===== config.mk =====
export PLATFORM = sky130hd
export DESIGN_NAME = msc_serial_port
export DESIGN_NICKNAME = d
export VERILOG_FILES = /design/src/msc_pkg.sv /design/src/msc_ser_if.sv /design/src/msc_serial_port.sv /design/src/msc_setup_mem.sv /design/src/msc_serial.sv
export SDC_FILE = /design/constraint.sdc
export NUM_CORES = 2
export LEC_CHECK = 0
export ABC_AREA = 1
export BUFFER_PORTS_ARGS = -buffer_cell sky130_fd_sc_hd__buf_2
export CAP_MARGIN = 20
export CORE_UTILIZATION = 35
export CTS_CLUSTER_SIZE = 30
export DETAILED_ROUTE_END_ITERATION = 10
export PLACE_DENSITY_LB_ADDON = 0.12
export SYNTH_ARGS = -nofsm -noshare
export SYNTH_HDL_FRONTEND = slang
export SYNTH_HIERARCHICAL = 1
export SYNTH_SLANG_ARGS = --single-unit
export TNS_END_PERCENT = 30

===== constraint.sdc =====
create_clock -name core_clk_in -period 70.7 [get_ports core_clk_in]
set_input_delay 3.535 -clock core_clk_in [delete_from_list [all_inputs] [get_ports core_clk_in]]
set_output_delay 3.535 -clock core_clk_in [all_outputs]
set_load 0.01 [all_outputs]

===== src/msc_pkg.sv =====
// msc_pkg: constants, item map and helper functions for the meter serial command port
// assumes 7-bit ascii characters and a single 200 MHz core clock
package msc_pkg;

  localparam int CLK_HZ_DEFAULT = 200_000_000;
  localparam int PRINT_TICK_MS = 100;
  localparam int DIV_W = 20;
  localparam int ITEM_DEPTH = 17;

  // baud selections, 300 up to 19200
  localparam logic [2:0] BAUD_300 = 3'h0;
  localparam logic [2:0] BAUD_600 = 3'h1;
  localparam logic [2:0] BAUD_1200 = 3'h2;
  localparam logic [2:0] BAUD_2400 = 3'h3;
  localparam logic [2:0] BAUD_4800 = 3'h4;
  localparam logic [2:0] BAUD_9600 = 3'h5;
  localparam logic [2:0] BAUD_19200 = 3'h6;
  localparam logic [2:0] BAUD_DEFAULT = BAUD_9600;

  localparam logic [1:0] PAR_NONE = 2'h0;
  localparam logic [1:0] PAR_ODD = 2'h1;
  localparam logic [1:0] PAR_EVEN = 2'h2;
  localparam logic STOP_ONE = 1'b0;
  localparam logic STOP_TWO = 1'b1;
  localparam logic [7:0] ADDR_DEFAULT = 8'h01;

  localparam logic [6:0] CH_RECOG = 7'h2a;
  localparam logic [6:0] CH_SETUP_LEAD = 7'h01;
  localparam logic [6:0] CH_SETUP_TAIL = 7'h45;
  localparam logic [6:0] CH_CR = 7'h0d;
  localparam logic [6:0] CH_G = 7'h47;
  localparam logic [6:0] CH_P = 7'h50;
  localparam logic [6:0] CH_R = 7'h52;
  localparam logic [6:0] CH_W = 7'h57;
  localparam logic [6:0] CH_X = 7'h58;
  localparam logic [6:0] CH_QMARK = 7'h3f;
  localparam logic [6:0] CH_C = 7'h43;

  // setup item suffixes
  localparam logic [7:0] OFS_INSTRUMENT_CLASS = 8'h01;
  localparam logic [7:0] OFS_SCALE_STEP_SIZE = 8'h02;
  localparam logic [7:0] OFS_UPPER_CAPACITY_LIMIT = 8'h03;
  localparam logic [7:0] OFS_LOWER_CAPACITY_LIMIT = 8'h04;
  localparam logic [7:0] OFS_MEASUREMENT_UNIT = 8'h05;
  localparam logic [7:0] OFS_READING_SETUP_FLAGS = 8'h06;
  localparam logic [7:0] OFS_READING_SCALE_FACTOR = 8'h07;
  localparam logic [7:0] OFS_READING_OFFSET_VALUE = 8'h08;
  localparam logic [7:0] OFS_INPUT_SETUP_FLAGS = 8'h09;
  localparam logic [7:0] OFS_INPUT_SCALE_FACTOR = 8'h0a;
  localparam logic [7:0] OFS_TARE_SETUP_FLAGS = 8'h0b;
  localparam logic [7:0] OFS_DECIMAL_POINT_AND_COUNT_STEP = 8'h0c;
  localparam logic [7:0] OFS_FILTER_SETUP_AND_TIME = 8'h0e;
  localparam logic [7:0] OFS_SETPOINT_PAIR_LOW_SETUP = 8'h10;

  localparam logic [7:0] RQ_UNFILTERED = 8'h01;
  localparam logic [7:0] RQ_PEAK = 8'h02;
  localparam logic [7:0] RQ_VALLEY = 8'h03;
  localparam logic [7:0] RQ_FILTERED = 8'h04;

  typedef enum logic [3:0] {
    S_IDLE, S_SETUP_E, S_ADDR_HI, S_ADDR_LO, S_PREFIX, S_SUF_HI, S_SUF_LO, S_DATA, S_EXEC, S_SEND
  } msc_state_t;

  function automatic logic [DIV_W-1:0] bit_div(input int clk_hz, input logic [2:0] code);
    int rate;
    case (code)
      BAUD_300: rate = 300;
      BAUD_600: rate = 600;
      BAUD_1200: rate = 1200;
      BAUD_2400: rate = 2400;
      BAUD_4800: rate = 4800;
      BAUD_19200: rate = 19200;
      default: rate = 9600;
    endcase
    return DIV_W'(clk_hz / rate);
  endfunction : bit_div

  // data bytes carried by an item, zero for an undefined suffix
  function automatic logic [1:0] item_bytes(input logic [7:0] suf);
    case (suf)
      OFS_INSTRUMENT_CLASS, OFS_READING_SETUP_FLAGS, OFS_INPUT_SETUP_FLAGS, OFS_TARE_SETUP_FLAGS,
      OFS_DECIMAL_POINT_AND_COUNT_STEP, OFS_FILTER_SETUP_AND_TIME,
      OFS_SETPOINT_PAIR_LOW_SETUP: return 2'h1;
      OFS_SCALE_STEP_SIZE: return 2'h2;
      OFS_UPPER_CAPACITY_LIMIT, OFS_LOWER_CAPACITY_LIMIT, OFS_MEASUREMENT_UNIT,
      OFS_READING_SCALE_FACTOR, OFS_READING_OFFSET_VALUE,
      OFS_INPUT_SCALE_FACTOR: return 2'h3;
      default: return 2'h0;
    endcase
  endfunction : item_bytes

  function automatic logic [6:0] to_hex(input logic [3:0] n);
    return (n < 4'ha) ? 7'h30 + {3'h0, n} : 7'h37 + {3'h0, n};
  endfunction : to_hex

  // {valid, nibble}
  function automatic logic [4:0] hex_val(input logic [6:0] c);
    if (c >= 7'h30 && c <= 7'h39) return {1'b1, 4'(c - 7'h30)};
    if (c >= 7'h41 && c <= 7'h46) return {1'b1, 4'(c - 7'h37)};
    if (c >= 7'h61 && c <= 7'h66) return {1'b1, 4'(c - 7'h57)};
    return 5'h00;
  endfunction : hex_val

  // nb bytes as 2*nb hex characters, high nibble first, then carriage return
  function automatic logic [7:0][6:0] hex_reply(input logic [23:0] v, input logic [1:0] nb);
    logic [23:0] al;
    logic [7:0][6:0] r;
    case (nb)
      2'h1: al = {v[7:0], 16'h0000};
      2'h2: al = {v[15:0], 8'h00};
      default: al = v;
    endcase
    r = {8{CH_CR}};
    for (int i = 0; i < 6; i++)
      if (i < 2 * int'(nb)) r[i] = to_hex(al[23-4*i -: 4]);
    return r;
  endfunction : hex_reply

endpackage : msc_pkg


===== src/msc_ser_if.sv =====
// msc_ser_if: character link between the command core and the serial framer
// assumes both ends on core_clk_in
`timescale 1ns/1ps
interface msc_ser_if;
  logic [19:0] bit_div;
  logic [1:0] parity;
  logic stop2;
  logic [6:0] rx_char;
  logic rx_valid;
  logic [6:0] tx_char;
  logic tx_valid;
  logic tx_ready;
  modport ctl (output bit_div, parity, stop2, tx_char, tx_valid, input rx_char, rx_valid, tx_ready);
  modport phy (input bit_div, parity, stop2, tx_char, tx_valid, output rx_char, rx_valid, tx_ready);
endinterface : msc_ser_if


===== src/msc_serial_port.sv =====
// msc_serial_port: ascii command interpreter of the meter serial port
// assumes readings and panel inputs are synchronous to core_clk_in
// Functional notes
// - baud 300 to 19200, default 9600
// - parity 0 none, 1 odd, 2 even
// - stop bits 0 one, 1 two
// - device address held, default 001
// - panel changes comms only when unlocked
// - printout delay paces continuous printout
// - reading codes return unfiltered, peak, valley, filtered
// - item suffix selects fixed byte count
// - single-byte config items are written and read as a whole byte
// - dual items pack high and low nibble
`timescale 1ns/1ps
module msc_serial_port
  import msc_pkg::*;
#(
  parameter int CLK_HZ = CLK_HZ_DEFAULT,
  parameter int TICK_CYCLES = CLK_HZ_DEFAULT / 1000 * PRINT_TICK_MS
)(
  // clock and reset
  input wire logic core_clk_in,
  input wire logic srst_in,
  // serial line
  input wire logic rx_in,
  output logic tx_out,
  // front panel
  input wire logic panel_write_in,
  input wire logic comms_lockout_in,
  input wire logic [2:0] panel_baud_in,
  input wire logic [1:0] panel_parity_in,
  input wire logic panel_stop_in,
  input wire logic [7:0] panel_addr_in,
  input wire logic [15:0] panel_print_delay_in,
  input wire logic cont_print_in,
  // readings
  input wire logic [23:0] unfiltered_reading_in,
  input wire logic [23:0] peak_reading_in,
  input wire logic [23:0] valley_reading_in,
  input wire logic [23:0] filtered_reading_in,
  // setup outputs
  output logic [3:0] decimal_point_out,
  output logic [3:0] count_step_out,
  output logic [3:0] filter_config_out,
  output logic [3:0] filter_time_out,
  output logic [7:0] reading_flags_out,
  output logic [7:0] setpoint_flags_out,
  output logic cmd_error_out
);
  typedef struct packed {
    msc_state_t state;
    logic [2:0] baud;
    logic [1:0] parity;
    logic stop2;
    logic [7:0] dev_addr;
    logic [15:0] print_delay;
    logic [7:0] addr_acc;
    logic [6:0] prefix;
    logic [7:0] suffix;
    logic [23:0] data;
    logic [3:0] nchar;
    logic bad;
    logic [7:0][6:0] resp;
    logic [3:0] resp_len;
    logic [3:0] resp_idx;
    logic [31:0] tick_cnt;
    logic [15:0] print_cnt;
    logic print_due;
    logic [7:0] dp_cs;
    logic [7:0] fil;
    logic [7:0] rdg_flags;
    logic [7:0] sp_flags;
    logic cmd_err;
  } msc_core_t;

  msc_core_t st;
  msc_core_t next_st;
  msc_ser_if ser ();
  logic mem_wr;
  logic [23:0] mem_rd;
  logic [4:0] hv;
  logic [1:0] nb;
  logic err;
  logic rq_ok;
  logic [23:0] rq_val;

  msc_serial u_serial (
    .core_clk_in(core_clk_in),
    .srst_in(srst_in),
    .rx_in(rx_in),
    .tx_out(tx_out),
    .ser(ser)
  );

  msc_setup_mem u_mem (
    .core_clk_in(core_clk_in),
    .srst_in(srst_in),
    .wr_en_in(mem_wr),
    .idx_in(st.suffix[4:0]),
    .wr_data_in(st.data),
    .rd_data_out(mem_rd)
  );

  assign ser.bit_div = bit_div(CLK_HZ, st.baud);
  assign ser.parity = st.parity;
  assign ser.stop2 = st.stop2;
  assign ser.tx_valid = (st.state == S_SEND);
  assign ser.tx_char = st.resp[st.resp_idx[2:0]];

  always_comb
  begin
    next_st = st;
    next_st.cmd_err = 1'b0;
    mem_wr = 1'b0;
    err = 1'b0;
    hv = hex_val(ser.rx_char);
    nb = item_bytes(st.suffix);
    rq_ok = 1'b1;
    case (st.suffix)
      RQ_UNFILTERED: rq_val = unfiltered_reading_in;
      RQ_PEAK: rq_val = peak_reading_in;
      RQ_VALLEY: rq_val = valley_reading_in;
      RQ_FILTERED: rq_val = filtered_reading_in;
      default:
      begin
        rq_val = 24'h000000;
        rq_ok = 1'b0;
      end
    endcase
    if (panel_write_in && !comms_lockout_in)
    begin
      next_st.baud = panel_baud_in;
      next_st.parity = panel_parity_in;
      next_st.stop2 = panel_stop_in;
      next_st.dev_addr = panel_addr_in;
      next_st.print_delay = panel_print_delay_in;
    end
    case (st.state)
      S_IDLE:
        if (st.print_due && cont_print_in)
        begin
          next_st.print_due = 1'b0;
          next_st.resp = hex_reply(filtered_reading_in, 2'h3);
          next_st.resp_len = 4'h7;
          next_st.resp_idx = 4'h0;
          next_st.state = S_SEND;
        end else if (ser.rx_valid && ser.rx_char == CH_RECOG) next_st.state = S_ADDR_HI;
        else if (ser.rx_valid && ser.rx_char == CH_SETUP_LEAD) next_st.state = S_SETUP_E;
      S_SETUP_E:
        if (ser.rx_valid)
        begin
          next_st.prefix = ser.rx_char;
          next_st.state = (ser.rx_char == CH_SETUP_TAIL) ? S_EXEC : S_IDLE;
        end
      S_ADDR_HI:
        if (ser.rx_valid)
        begin
          next_st.addr_acc = {hv[3:0], 4'h0};
          next_st.state = hv[4] ? S_ADDR_LO : S_IDLE;
        end
      S_ADDR_LO:
        if (ser.rx_valid)
        begin
          // a foreign address drops the command silently
          if (hv[4] && {st.addr_acc[7:4], hv[3:0]} == st.dev_addr) next_st.state = S_PREFIX;
          else next_st.state = S_IDLE;
        end
      S_PREFIX:
        if (ser.rx_valid)
        begin
          next_st.prefix = ser.rx_char;
          next_st.data = 24'h000000;
          next_st.nchar = 4'h0;
          next_st.bad = 1'b0;
          next_st.state = S_SUF_HI;
        end
      S_SUF_HI:
        if (ser.rx_valid)
        begin
          next_st.suffix[7:4] = hv[3:0];
          next_st.bad = !hv[4];
          next_st.state = S_SUF_LO;
        end
      S_SUF_LO:
        if (ser.rx_valid)
        begin
          next_st.suffix[3:0] = hv[3:0];
          next_st.bad = st.bad || !hv[4];
          next_st.state = S_DATA;
        end
      S_DATA:
        if (ser.rx_valid)
        begin
          if (ser.rx_char == CH_CR) next_st.state = S_EXEC;
          else if (ser.rx_char == CH_RECOG) next_st.state = S_ADDR_HI;
          else if (hv[4] && st.nchar < 4'h6)
          begin
            next_st.data = {st.data[19:0], hv[3:0]};
            next_st.nchar = st.nchar + 1'b1;
          end else next_st.bad = 1'b1;
        end
      S_EXEC:
      begin
        next_st.state = S_SEND;
        next_st.resp_idx = 4'h0;
        next_st.resp = {8{CH_CR}};
        next_st.resp_len = 4'h1;
        if (st.prefix == CH_SETUP_TAIL)
        begin
          next_st.resp[0] = to_hex(st.dev_addr[7:4]);
          next_st.resp[1] = to_hex(st.dev_addr[3:0]);
          next_st.resp[2] = to_hex({1'b0, st.baud});
          next_st.resp[3] = to_hex({1'b0, st.parity, st.stop2});
          next_st.resp_len = 4'h5;
        end else if (st.bad) err = 1'b1;
        else if (st.prefix == CH_X)
        begin
          if (rq_ok && st.nchar == 4'h0)
          begin
            next_st.resp = hex_reply(rq_val, 2'h3);
            next_st.resp_len = 4'h7;
          end else err = 1'b1;
        end else if (st.prefix == CH_W)
        begin
          if (nb != 2'h0 && st.nchar == {1'b0, nb, 1'b0})
          begin
            mem_wr = 1'b1;
            case (st.suffix)
              OFS_DECIMAL_POINT_AND_COUNT_STEP: next_st.dp_cs = st.data[7:0];
              OFS_FILTER_SETUP_AND_TIME: next_st.fil = st.data[7:0];
              OFS_READING_SETUP_FLAGS: next_st.rdg_flags = st.data[7:0];
              OFS_SETPOINT_PAIR_LOW_SETUP: next_st.sp_flags = st.data[7:0];
              default: next_st.fil = st.fil;
            endcase
          end else err = 1'b1;
        end else if (st.prefix == CH_R || st.prefix == CH_G || st.prefix == CH_P)
        begin
          if (nb != 2'h0 && st.nchar == 4'h0)
          begin
            next_st.resp = hex_reply(mem_rd, nb);
            next_st.resp_len = {1'b0, nb, 1'b1};
          end else err = 1'b1;
        end else err = 1'b1;
        if (err)
        begin
          next_st.resp[0] = CH_QMARK;
          next_st.resp[1] = CH_C;
          next_st.resp_len = 4'h3;
          next_st.cmd_err = 1'b1;
        end
      end
      S_SEND:
        if (ser.tx_ready)
        begin
          if (st.resp_idx == st.resp_len - 1'b1) next_st.state = S_IDLE;
          else next_st.resp_idx = st.resp_idx + 1'b1;
        end
      default: next_st.state = S_IDLE;
    endcase
    // tick divider paces the printout; a new due flag beats its clear above
    if (cont_print_in)
    begin
      if (st.tick_cnt == 32'(TICK_CYCLES - 1))
      begin
        next_st.tick_cnt = 32'h00000000;
        if (st.print_cnt >= st.print_delay)
        begin
          next_st.print_cnt = 16'h0000;
          next_st.print_due = 1'b1;
        end else next_st.print_cnt = st.print_cnt + 1'b1;
      end else next_st.tick_cnt = st.tick_cnt + 1'b1;
    end else begin
      next_st.tick_cnt = 32'h00000000;
      next_st.print_cnt = 16'h0000;
      next_st.print_due = 1'b0;
    end
  end

  always_ff @(posedge core_clk_in)
  begin
    if (srst_in)
    begin
      st <= '0;
      st.state <= S_IDLE;
      st.baud <= BAUD_DEFAULT;
      st.parity <= PAR_NONE;
      st.stop2 <= STOP_ONE;
      st.dev_addr <= ADDR_DEFAULT;
      st.resp <= {8{CH_CR}};
      st.resp_len <= 4'h1;
    end else st <= next_st;
  end

  assign decimal_point_out = st.dp_cs[7:4];
  assign count_step_out = st.dp_cs[3:0];
  assign filter_config_out = st.fil[7:4];
  assign filter_time_out = st.fil[3:0];
  assign reading_flags_out = st.rdg_flags;
  assign setpoint_flags_out = st.sp_flags;
  assign cmd_error_out = st.cmd_err;
endmodule : msc_serial_port


===== src/msc_setup_mem.sv =====
// msc_setup_mem: setup item store, one 24-bit word per item suffix
// assumes write and read index are held stable by the caller
`timescale 1ns/1ps
module msc_setup_mem
  import msc_pkg::*;
(
  // clock and reset
  input wire logic core_clk_in,
  input wire logic srst_in,
  // access
  input wire logic wr_en_in,
  input wire logic [4:0] idx_in,
  input wire logic [23:0] wr_data_in,
  output logic [23:0] rd_data_out
);
  typedef struct packed {
    logic [ITEM_DEPTH-1:0][23:0] word;
    logic [23:0] rd;
  } msc_mem_t;

  msc_mem_t st;
  msc_mem_t next_st;

  always_comb
  begin
    next_st = st;
    if (wr_en_in && idx_in < 5'(ITEM_DEPTH)) next_st.word[idx_in] = wr_data_in;
    next_st.rd = (idx_in < 5'(ITEM_DEPTH)) ? st.word[idx_in] : 24'h000000;
  end

  always_ff @(posedge core_clk_in)
  begin
    if (srst_in) st <= '0;
    else st <= next_st;
  end

  assign rd_data_out = st.rd;
endmodule : msc_setup_mem


===== src/msc_serial.sv =====
// msc_serial: async framer, 7 data bits, optional parity, one or two stop bits
// assumes rx_in is already synchronous to core_clk_in
`timescale 1ns/1ps
module msc_serial
  import msc_pkg::*;
(
  // clock and reset
  input wire logic core_clk_in,
  input wire logic srst_in,
  // line
  input wire logic rx_in,
  output logic tx_out,
  // core side
  msc_ser_if.phy ser
);
  typedef struct packed {
    logic rx_on;
    logic [DIV_W-1:0] rx_cnt;
    logic [3:0] rx_bit;
    logic [9:0] rx_sh;
    logic rx_valid;
    logic [6:0] rx_char;
    logic tx_on;
    logic [DIV_W-1:0] tx_cnt;
    logic [3:0] tx_bit;
    logic [9:0] tx_sh;
    logic line;
  } msc_ser_t;

  msc_ser_t st;
  msc_ser_t next_st;
  logic par_en;
  logic [6:0] rx_d;
  logic [9:0] frame;

  always_comb
  begin
    next_st = st;
    next_st.rx_valid = 1'b0;
    par_en = (ser.parity == PAR_ODD) || (ser.parity == PAR_EVEN);
    // data sits just above the start sample, parity bit (if any) on top
    rx_d = par_en ? st.rx_sh[8:2] : st.rx_sh[9:3];
    frame = par_en ? {2'b11, (ser.parity == PAR_ODD) ? ~^ser.tx_char : ^ser.tx_char, ser.tx_char}
                   : {3'b111, ser.tx_char};
    // receive: half-bit delay centres every sample; rx_cnt reaching zero is the bit enable
    if (!st.rx_on)
    begin
      if (!rx_in)
      begin
        next_st.rx_on = 1'b1;
        next_st.rx_cnt = ser.bit_div >> 1;
        next_st.rx_bit = 4'h0;
      end
    end else if (st.rx_cnt != '0) next_st.rx_cnt = st.rx_cnt - 1'b1;
    else if (st.rx_bit == 4'h0 && rx_in) next_st.rx_on = 1'b0;
    else if (st.rx_bit == 4'(8 + int'(par_en)))
    begin
      // stop sample; framing or parity failure drops the character
      next_st.rx_on = 1'b0;
      next_st.rx_valid = rx_in && (!par_en || ((^rx_d ^ st.rx_sh[9]) == (ser.parity == PAR_ODD)));
      next_st.rx_char = rx_d;
    end else
    begin
      next_st.rx_sh = {rx_in, st.rx_sh[9:1]};
      next_st.rx_bit = st.rx_bit + 1'b1;
      next_st.rx_cnt = ser.bit_div - 1'b1;
    end
    // transmit
    if (!st.tx_on)
    begin
      next_st.line = 1'b1;
      if (ser.tx_valid)
      begin
        next_st.tx_on = 1'b1;
        next_st.line = 1'b0;
        next_st.tx_sh = frame;
        next_st.tx_bit = 4'(8 + int'(par_en) + int'(ser.stop2 == STOP_TWO));
        next_st.tx_cnt = ser.bit_div - 1'b1;
      end
    end else if (st.tx_cnt != '0) next_st.tx_cnt = st.tx_cnt - 1'b1;
    else if (st.tx_bit == 4'h0)
    begin
      next_st.tx_on = 1'b0;
      next_st.line = 1'b1;
    end else
    begin
      next_st.line = st.tx_sh[0];
      next_st.tx_sh = {1'b1, st.tx_sh[9:1]};
      next_st.tx_bit = st.tx_bit - 1'b1;
      next_st.tx_cnt = ser.bit_div - 1'b1;
    end
  end

  always_ff @(posedge core_clk_in)
  begin
    if (srst_in) st <= '{line: 1'b1, default: '0};
    else st <= next_st;
  end

  assign tx_out = st.line;
  assign ser.tx_ready = !st.tx_on;
  assign ser.rx_valid = st.rx_valid;
  assign ser.rx_char = st.rx_char;
endmodule : msc_serial


# ---- After elaboration in Yosys (flattened, before gate mapping)
# Memories as Yosys holds them, arrays and structs flattened.
# Index checks and enable logic that the tools add are counted.
# Widths: inputs -> output; s select.
dict set report op_classes {
  add_sub_neg 59
  n_div 1
  order_cmp 40
  n_eq_ne 68
  muxes 150
  bitwise 11
  n_reduce_logical 67
}
# operator n
set ops {}
lappend ops {{$bwmux 408} 1}
lappend ops {{$mux 24} 16}
lappend ops {{$add 6x4->7 const A} 40}
lappend ops {{$mux 7} 30}
lappend ops {{$mux 46} 4}
lappend ops {{$bmux 24 s5} 1}
lappend ops {{$demux 24 s5} 1}
lappend ops {{$mux 60} 2}
lappend ops {{$pmux 60 s2} 1}
lappend ops {{$mux 29} 4}
lappend ops {{$pmux 24 s4} 1}
lappend ops {{$pmux 15 s6} 1}
lappend ops {{$lt 4x4->1 const B} 20}
lappend ops {{$mux 36} 2}
lappend ops {{$mux 34} 2}
lappend ops {{$mux 4} 17}
lappend ops {{$mux 64} 1}
lappend ops {{$sub 20x1->20 const B} 3}
lappend ops {{$mux 28} 2}
lappend ops {{$pmux 28 s2} 1}
lappend ops {{$mux 25} 2}
lappend ops {{$eq 7x7->1 const B} 7}
lappend ops {{$pmux 24 s2} 1}
lappend ops {{$mux 42} 1}
lappend ops {{87 further kinds} 235}
dict set report word_totals {
  register_bits 739
  mem_bits_ro 64
  input_bits 132
  output_inout_bits 34
  word_cells 457
  mem_count 1
}
# name depth word_bits rd rd_ports_with_merged_regs write_ports line_no
set memory_table {}
lappend memory_table {{(no name shown)} 32 2 1 0 0 msc_pkg.sv:80} ;# case (suf)

# ---- Longest topological paths before layout
dict set report logic_depth {
  word_depth 22
  mapped_depth 313
  ltp_nobuf 285
}

# ---- Cells and area by module
# The synthesis kept the hierarchy.
# module instances cells_each area_per_inst_um2 seq_area_each_um2
set by_module_without_submodules {}
lappend by_module_without_submodules {msc_serial_port 1 5336 33073.0 4244.1}
lappend by_module_without_submodules {msc_setup_mem 1 2553 18803.0 8648.3}
lappend by_module_without_submodules {msc_serial 1 969 5931.9 1541.5}

# ---- Worst setup path before layout
# No wires, ideal clock.
dict set report synth_path {
  kind {reg2reg}
  from {register, netlist name st[227]}
  to {register u_serial/st[74] (netlist bit)}
  t_arrival_ns 39.890
  required_ns 70.583
  setup_slack_ns 30.693
  path_stages_with_launch 283
  cell_sequence {dfxtp_1 buf_6 nor2_4 nand2_4 inv_2 buf_6 nor2_1 ha_1 nand2_1 nor2_1 nand2_1 nand3_2 nand2_2 nand2_4 inv_2 or2_4 inv_1 ha_1 [... 247 more ...] ha_1 a21oi_1 o21ai_0 a31oi_1 nand2_1 inv_2 nor2_2 nor2_1 nand2_1 inv_1 ha_1 nand2_1 nor2_1 nand2_1 xor2_1 o21ai_2 nor2_1 nor2_1}
}
# item line_no
set synth_rtl {}
lappend synth_rtl {{to (signal assigned)} msc_serial.sv:97} ;# else st <= next_st;
lappend synth_rtl {{to (decl)} msc_serial.sv:30} ;# msc_ser_t st;

==> flow_summary.yaml <==
logic_synthesis:
  post_synthesis_sequential_area_ratio: 0.250
  post_syn_area_sq_um: 57800
  asyncSetResetFlopFracSynth: 0
  ys_dominant_reg_cell: "dfxtp_1"
  postSynthRegisterBits: 721
  synth_area_per_cell_sq_um: 6.53
  yosysTopAreaCell: "dfxtp_1"
  synth-edff-count: 0
  post_synth_main_area_contributors: "dfxtp_1 (25%), nand2_1 (14%), nor2_1 (6.9%), ha_1 (5.8%), a211oi_1 (5.5%)"
  synth-warning-count: 6
  post_synth_num_cell_types: 95
  syn-instance-count: 8858
  synth.top_cell.area_share: 0.250
detailed_routing:
  drt_pass1_iterations: 6
  drt_wl_total_microns: 207000
  drtIter0Drc: 4568
  routed-via-count: 57744
  detail_route.wl_per_cell_microns: 18.9
  postRouteAntennaNets: 0
  via_per_inst: 5.28
  post-route-drc-count: 0
sta:
  hold_violations: 0
  worst_slew_pin_slew_ps: 1290
  setup_viol: 0
  slew_headroom: 0.139
  timing.final.crit_share: 0.715
  maxSlewViolCount: 0
  post-route-min-period_ps: 50540
  worst_hold_slack_ps: 441
  unrepaired_setup_endpoints_after_global_routing: "false"
  maxClockFrequency_ghz: 0.0198
  fin_tns_setup_ps: 0
  clock_skew_ps: 57.3
  finalWorstSetupSlack_ps: 20160
global_route:
  global_route_wire_length_before_repair_microns: 319000
  grt_use_total: 0.238
  first_global_vias: 54011
  gr-total-overflow: 0
  pin_count_of_the_biggest_net_entering_global_routing: 208
  grt_antenna_before_repair: 3
floorplan:
  number_of_standard_cell_rows_in_the_floorplan: 148
  fp.dieArea_sq_um: 167000
  dieWidth_microns: 408
  ioPinCount: 166
  floorplan.die.height_microns: 408
  starting_utilization_of_the_core_area: 0.354
  coreArea_sq_um: 163000
worst_hold_path:
  hold_end: "reading_flags_out[4]"
  hold_depth: 2
  min_from: "reading_flags_out[4]"
  hold_class: "reg -> reg"
clock_tree:
  cts_tree: "done"
  ctsRootBufferMaster: "clkbuf_16"
  clk_path_buf_depth: 3
  clk_pin_slew_ps: 60
  ctsHtreeMaxLevel: 3
  cts_resized: 0
  post_cts_buffers: 0
  post_cts_hold_buffer_count: 0
  numClockSinks: 721
  tritoncts.num_buffers: 78
  clk_latency_ps: 680
setup_path:
  data_arrival_time_of_the_critical_path_ps: 51100
  setup.reg_to_reg.worst_slack_ps: 20160
  crit_required_ps: 71260
  timing.critical_path.fanout_max: 30
  crit_type: "reg -> reg"
  worst_setup_path_end_kind: "register"
  setup.worst_path.start_class: "register"
  worst_path_largest_cell_delay_ps: 950
  cpMostUsedCell: "nand2_1"
  rr_worst_depth: 260
  r2r-end: "u_serial/st[26]"
  crit_slowest_cell: "dfxtp_1"
  crit-reg2reg-launch: "st[225]"
placement:
  placement.io_buffers: 165
  place_worst_setup_slack_ps: 20750
  detailedPlacementHpwl_microns: 148000
  postPlaceCellArea_sq_um: 59400
  place.gp.congestion: 0.950
layout:
  fin_nets: 9109
  mostFrequentLayoutCell: "nand2_1"
  final_cell_mix: "nand2_1 (2,212), nor2_1 (1,046), inv_1 (814), dfxtp_1 (719), o21ai_0 (494)"
  nFillCells: 17952
  final_layout_size_suffix_gt1_frac: 0.110
  layout_area_growth_over_synthesis_pct: 7.13
  area_of_all_placed_cells_without_fillers_sq_um: 61900
flow_run:
  timing.max_cap.violations: 0
status:
  run_status: "finished, final reports clean"
==> metal layers <==
metal	part of all wire	vias to the layer above	routed length, microns	track usage
met3	0.043	249	8830	0.0240
met5	0	-	0	0
met1	0.48	27059	99000	0.333
met4	0.021	0	4300	0.0527
li1	-	29123	-	-
met2	0.46	1313	94500	0.392
==> critical path: cells and delay by family (launching register included) <==
| kind | cells | cell delay, ps |
|---|---|---|
| compound gates | 78 | 16450 |
| xor+xnor | 3 | 720 |
| fa+ha+maj | 23 | 7470 |
| buf+inv | 45 | 5940 |
| flops | 1 | 950 |
| simple gates | 111 | 18670 |
==> how the worst max path moves through the flow <==
stage / startpoint / end / slack [ps] / depth (start not counted)
2_1_floorplan: st[227] / u_serial/st[74] / 30690 / 282
3_3_place_gp: st[225] / u_serial/st[26] / 21910 / 259
3_5_place_dp: st[226] / u_serial/st[26] / 20750 / 259
4_1_cts: st[226] / u_serial/st[26] / 20610 / 260
5_1_grt: st[226] / u_serial/st[26] / 15420 / 260
6_report: st[225] / u_serial/st[26] / 20160 / 260
==> area by class of cell <==
class	count	area [sq um]	area share
tap	2175	2720	0.0439
multi-input combinational	6749	37300	0.602
inverter	923	3560	0.0574
clock inverter	18	230	0.00372
antenna	3	7.51	0.000121
clock buffer	117	2310	0.0373
timing repair buffer	234	1390	0.0225
sequential	721	14400	0.233
==> synth_stat cells, types with 37 or more instances <==
cell and count:
a211oi_1 420, a21oi_1 444, buf_2 133, buf_4 86, clkbuf_1 177, clkinv_1 37
dfxtp_1 721, ha_1 269, inv_1 817, inv_2 48, nand2_1 2214, nand2_2 140
nand2_4 65, nand3_1 492, nand3_2 79, nand4_1 175, nor2_1 1068, nor2_2 40
nor2_4 47, nor3_1 76, o21ai_0 494, o21ai_1 38, xnor2_1 64, xor2_1 141
==> flip-flops by register name, indices dropped and copies added, names as in the netlist, 2 cells and up <==
signal                cells
u_serial/st              68
u_mem/rd_data_out        24
u_mem/st                408
decimal_point_out         4
count_step_out            4
setpoint_flags_out        8
ser.parity                2
filter_config_out         4
u_serial/ser.rx_char      7
filter_time_out           4
st                      176
reading_flags_out         8
==> kinds of logic (layout without fill, tap and decap cells) <==
group / Yosys count / in the layout / share of synthesized area
AO/OA/AOI/OAI: 1701 / 1701 / 0.183
XOR/XNOR: 206 / 206 / 0.0315
adder cells (fa/ha/maj): 270 / 270 / 0.0586
buffers and inverters: 1391 / 1292 / 0.109
flip-flops: 721 / 721 / 0.250
multiplexers: 1 / 1 / 0.000173
other: 2 / 8 / 0.000130
AND/OR/NAND/NOR: 4566 / 4566 / 0.368
==> metrics by stage <==
stage	util	instances
after floorplan	-	8861
after global placement	0.364	10801
after CTS	0.379	10936
final	0.379	10940
after global routing	0.379	10938
after detailed placement	0.364	10801
Power is not shown: default switching activity piles up to over one toggle a cycle in this logic, so the estimate is an artifact.
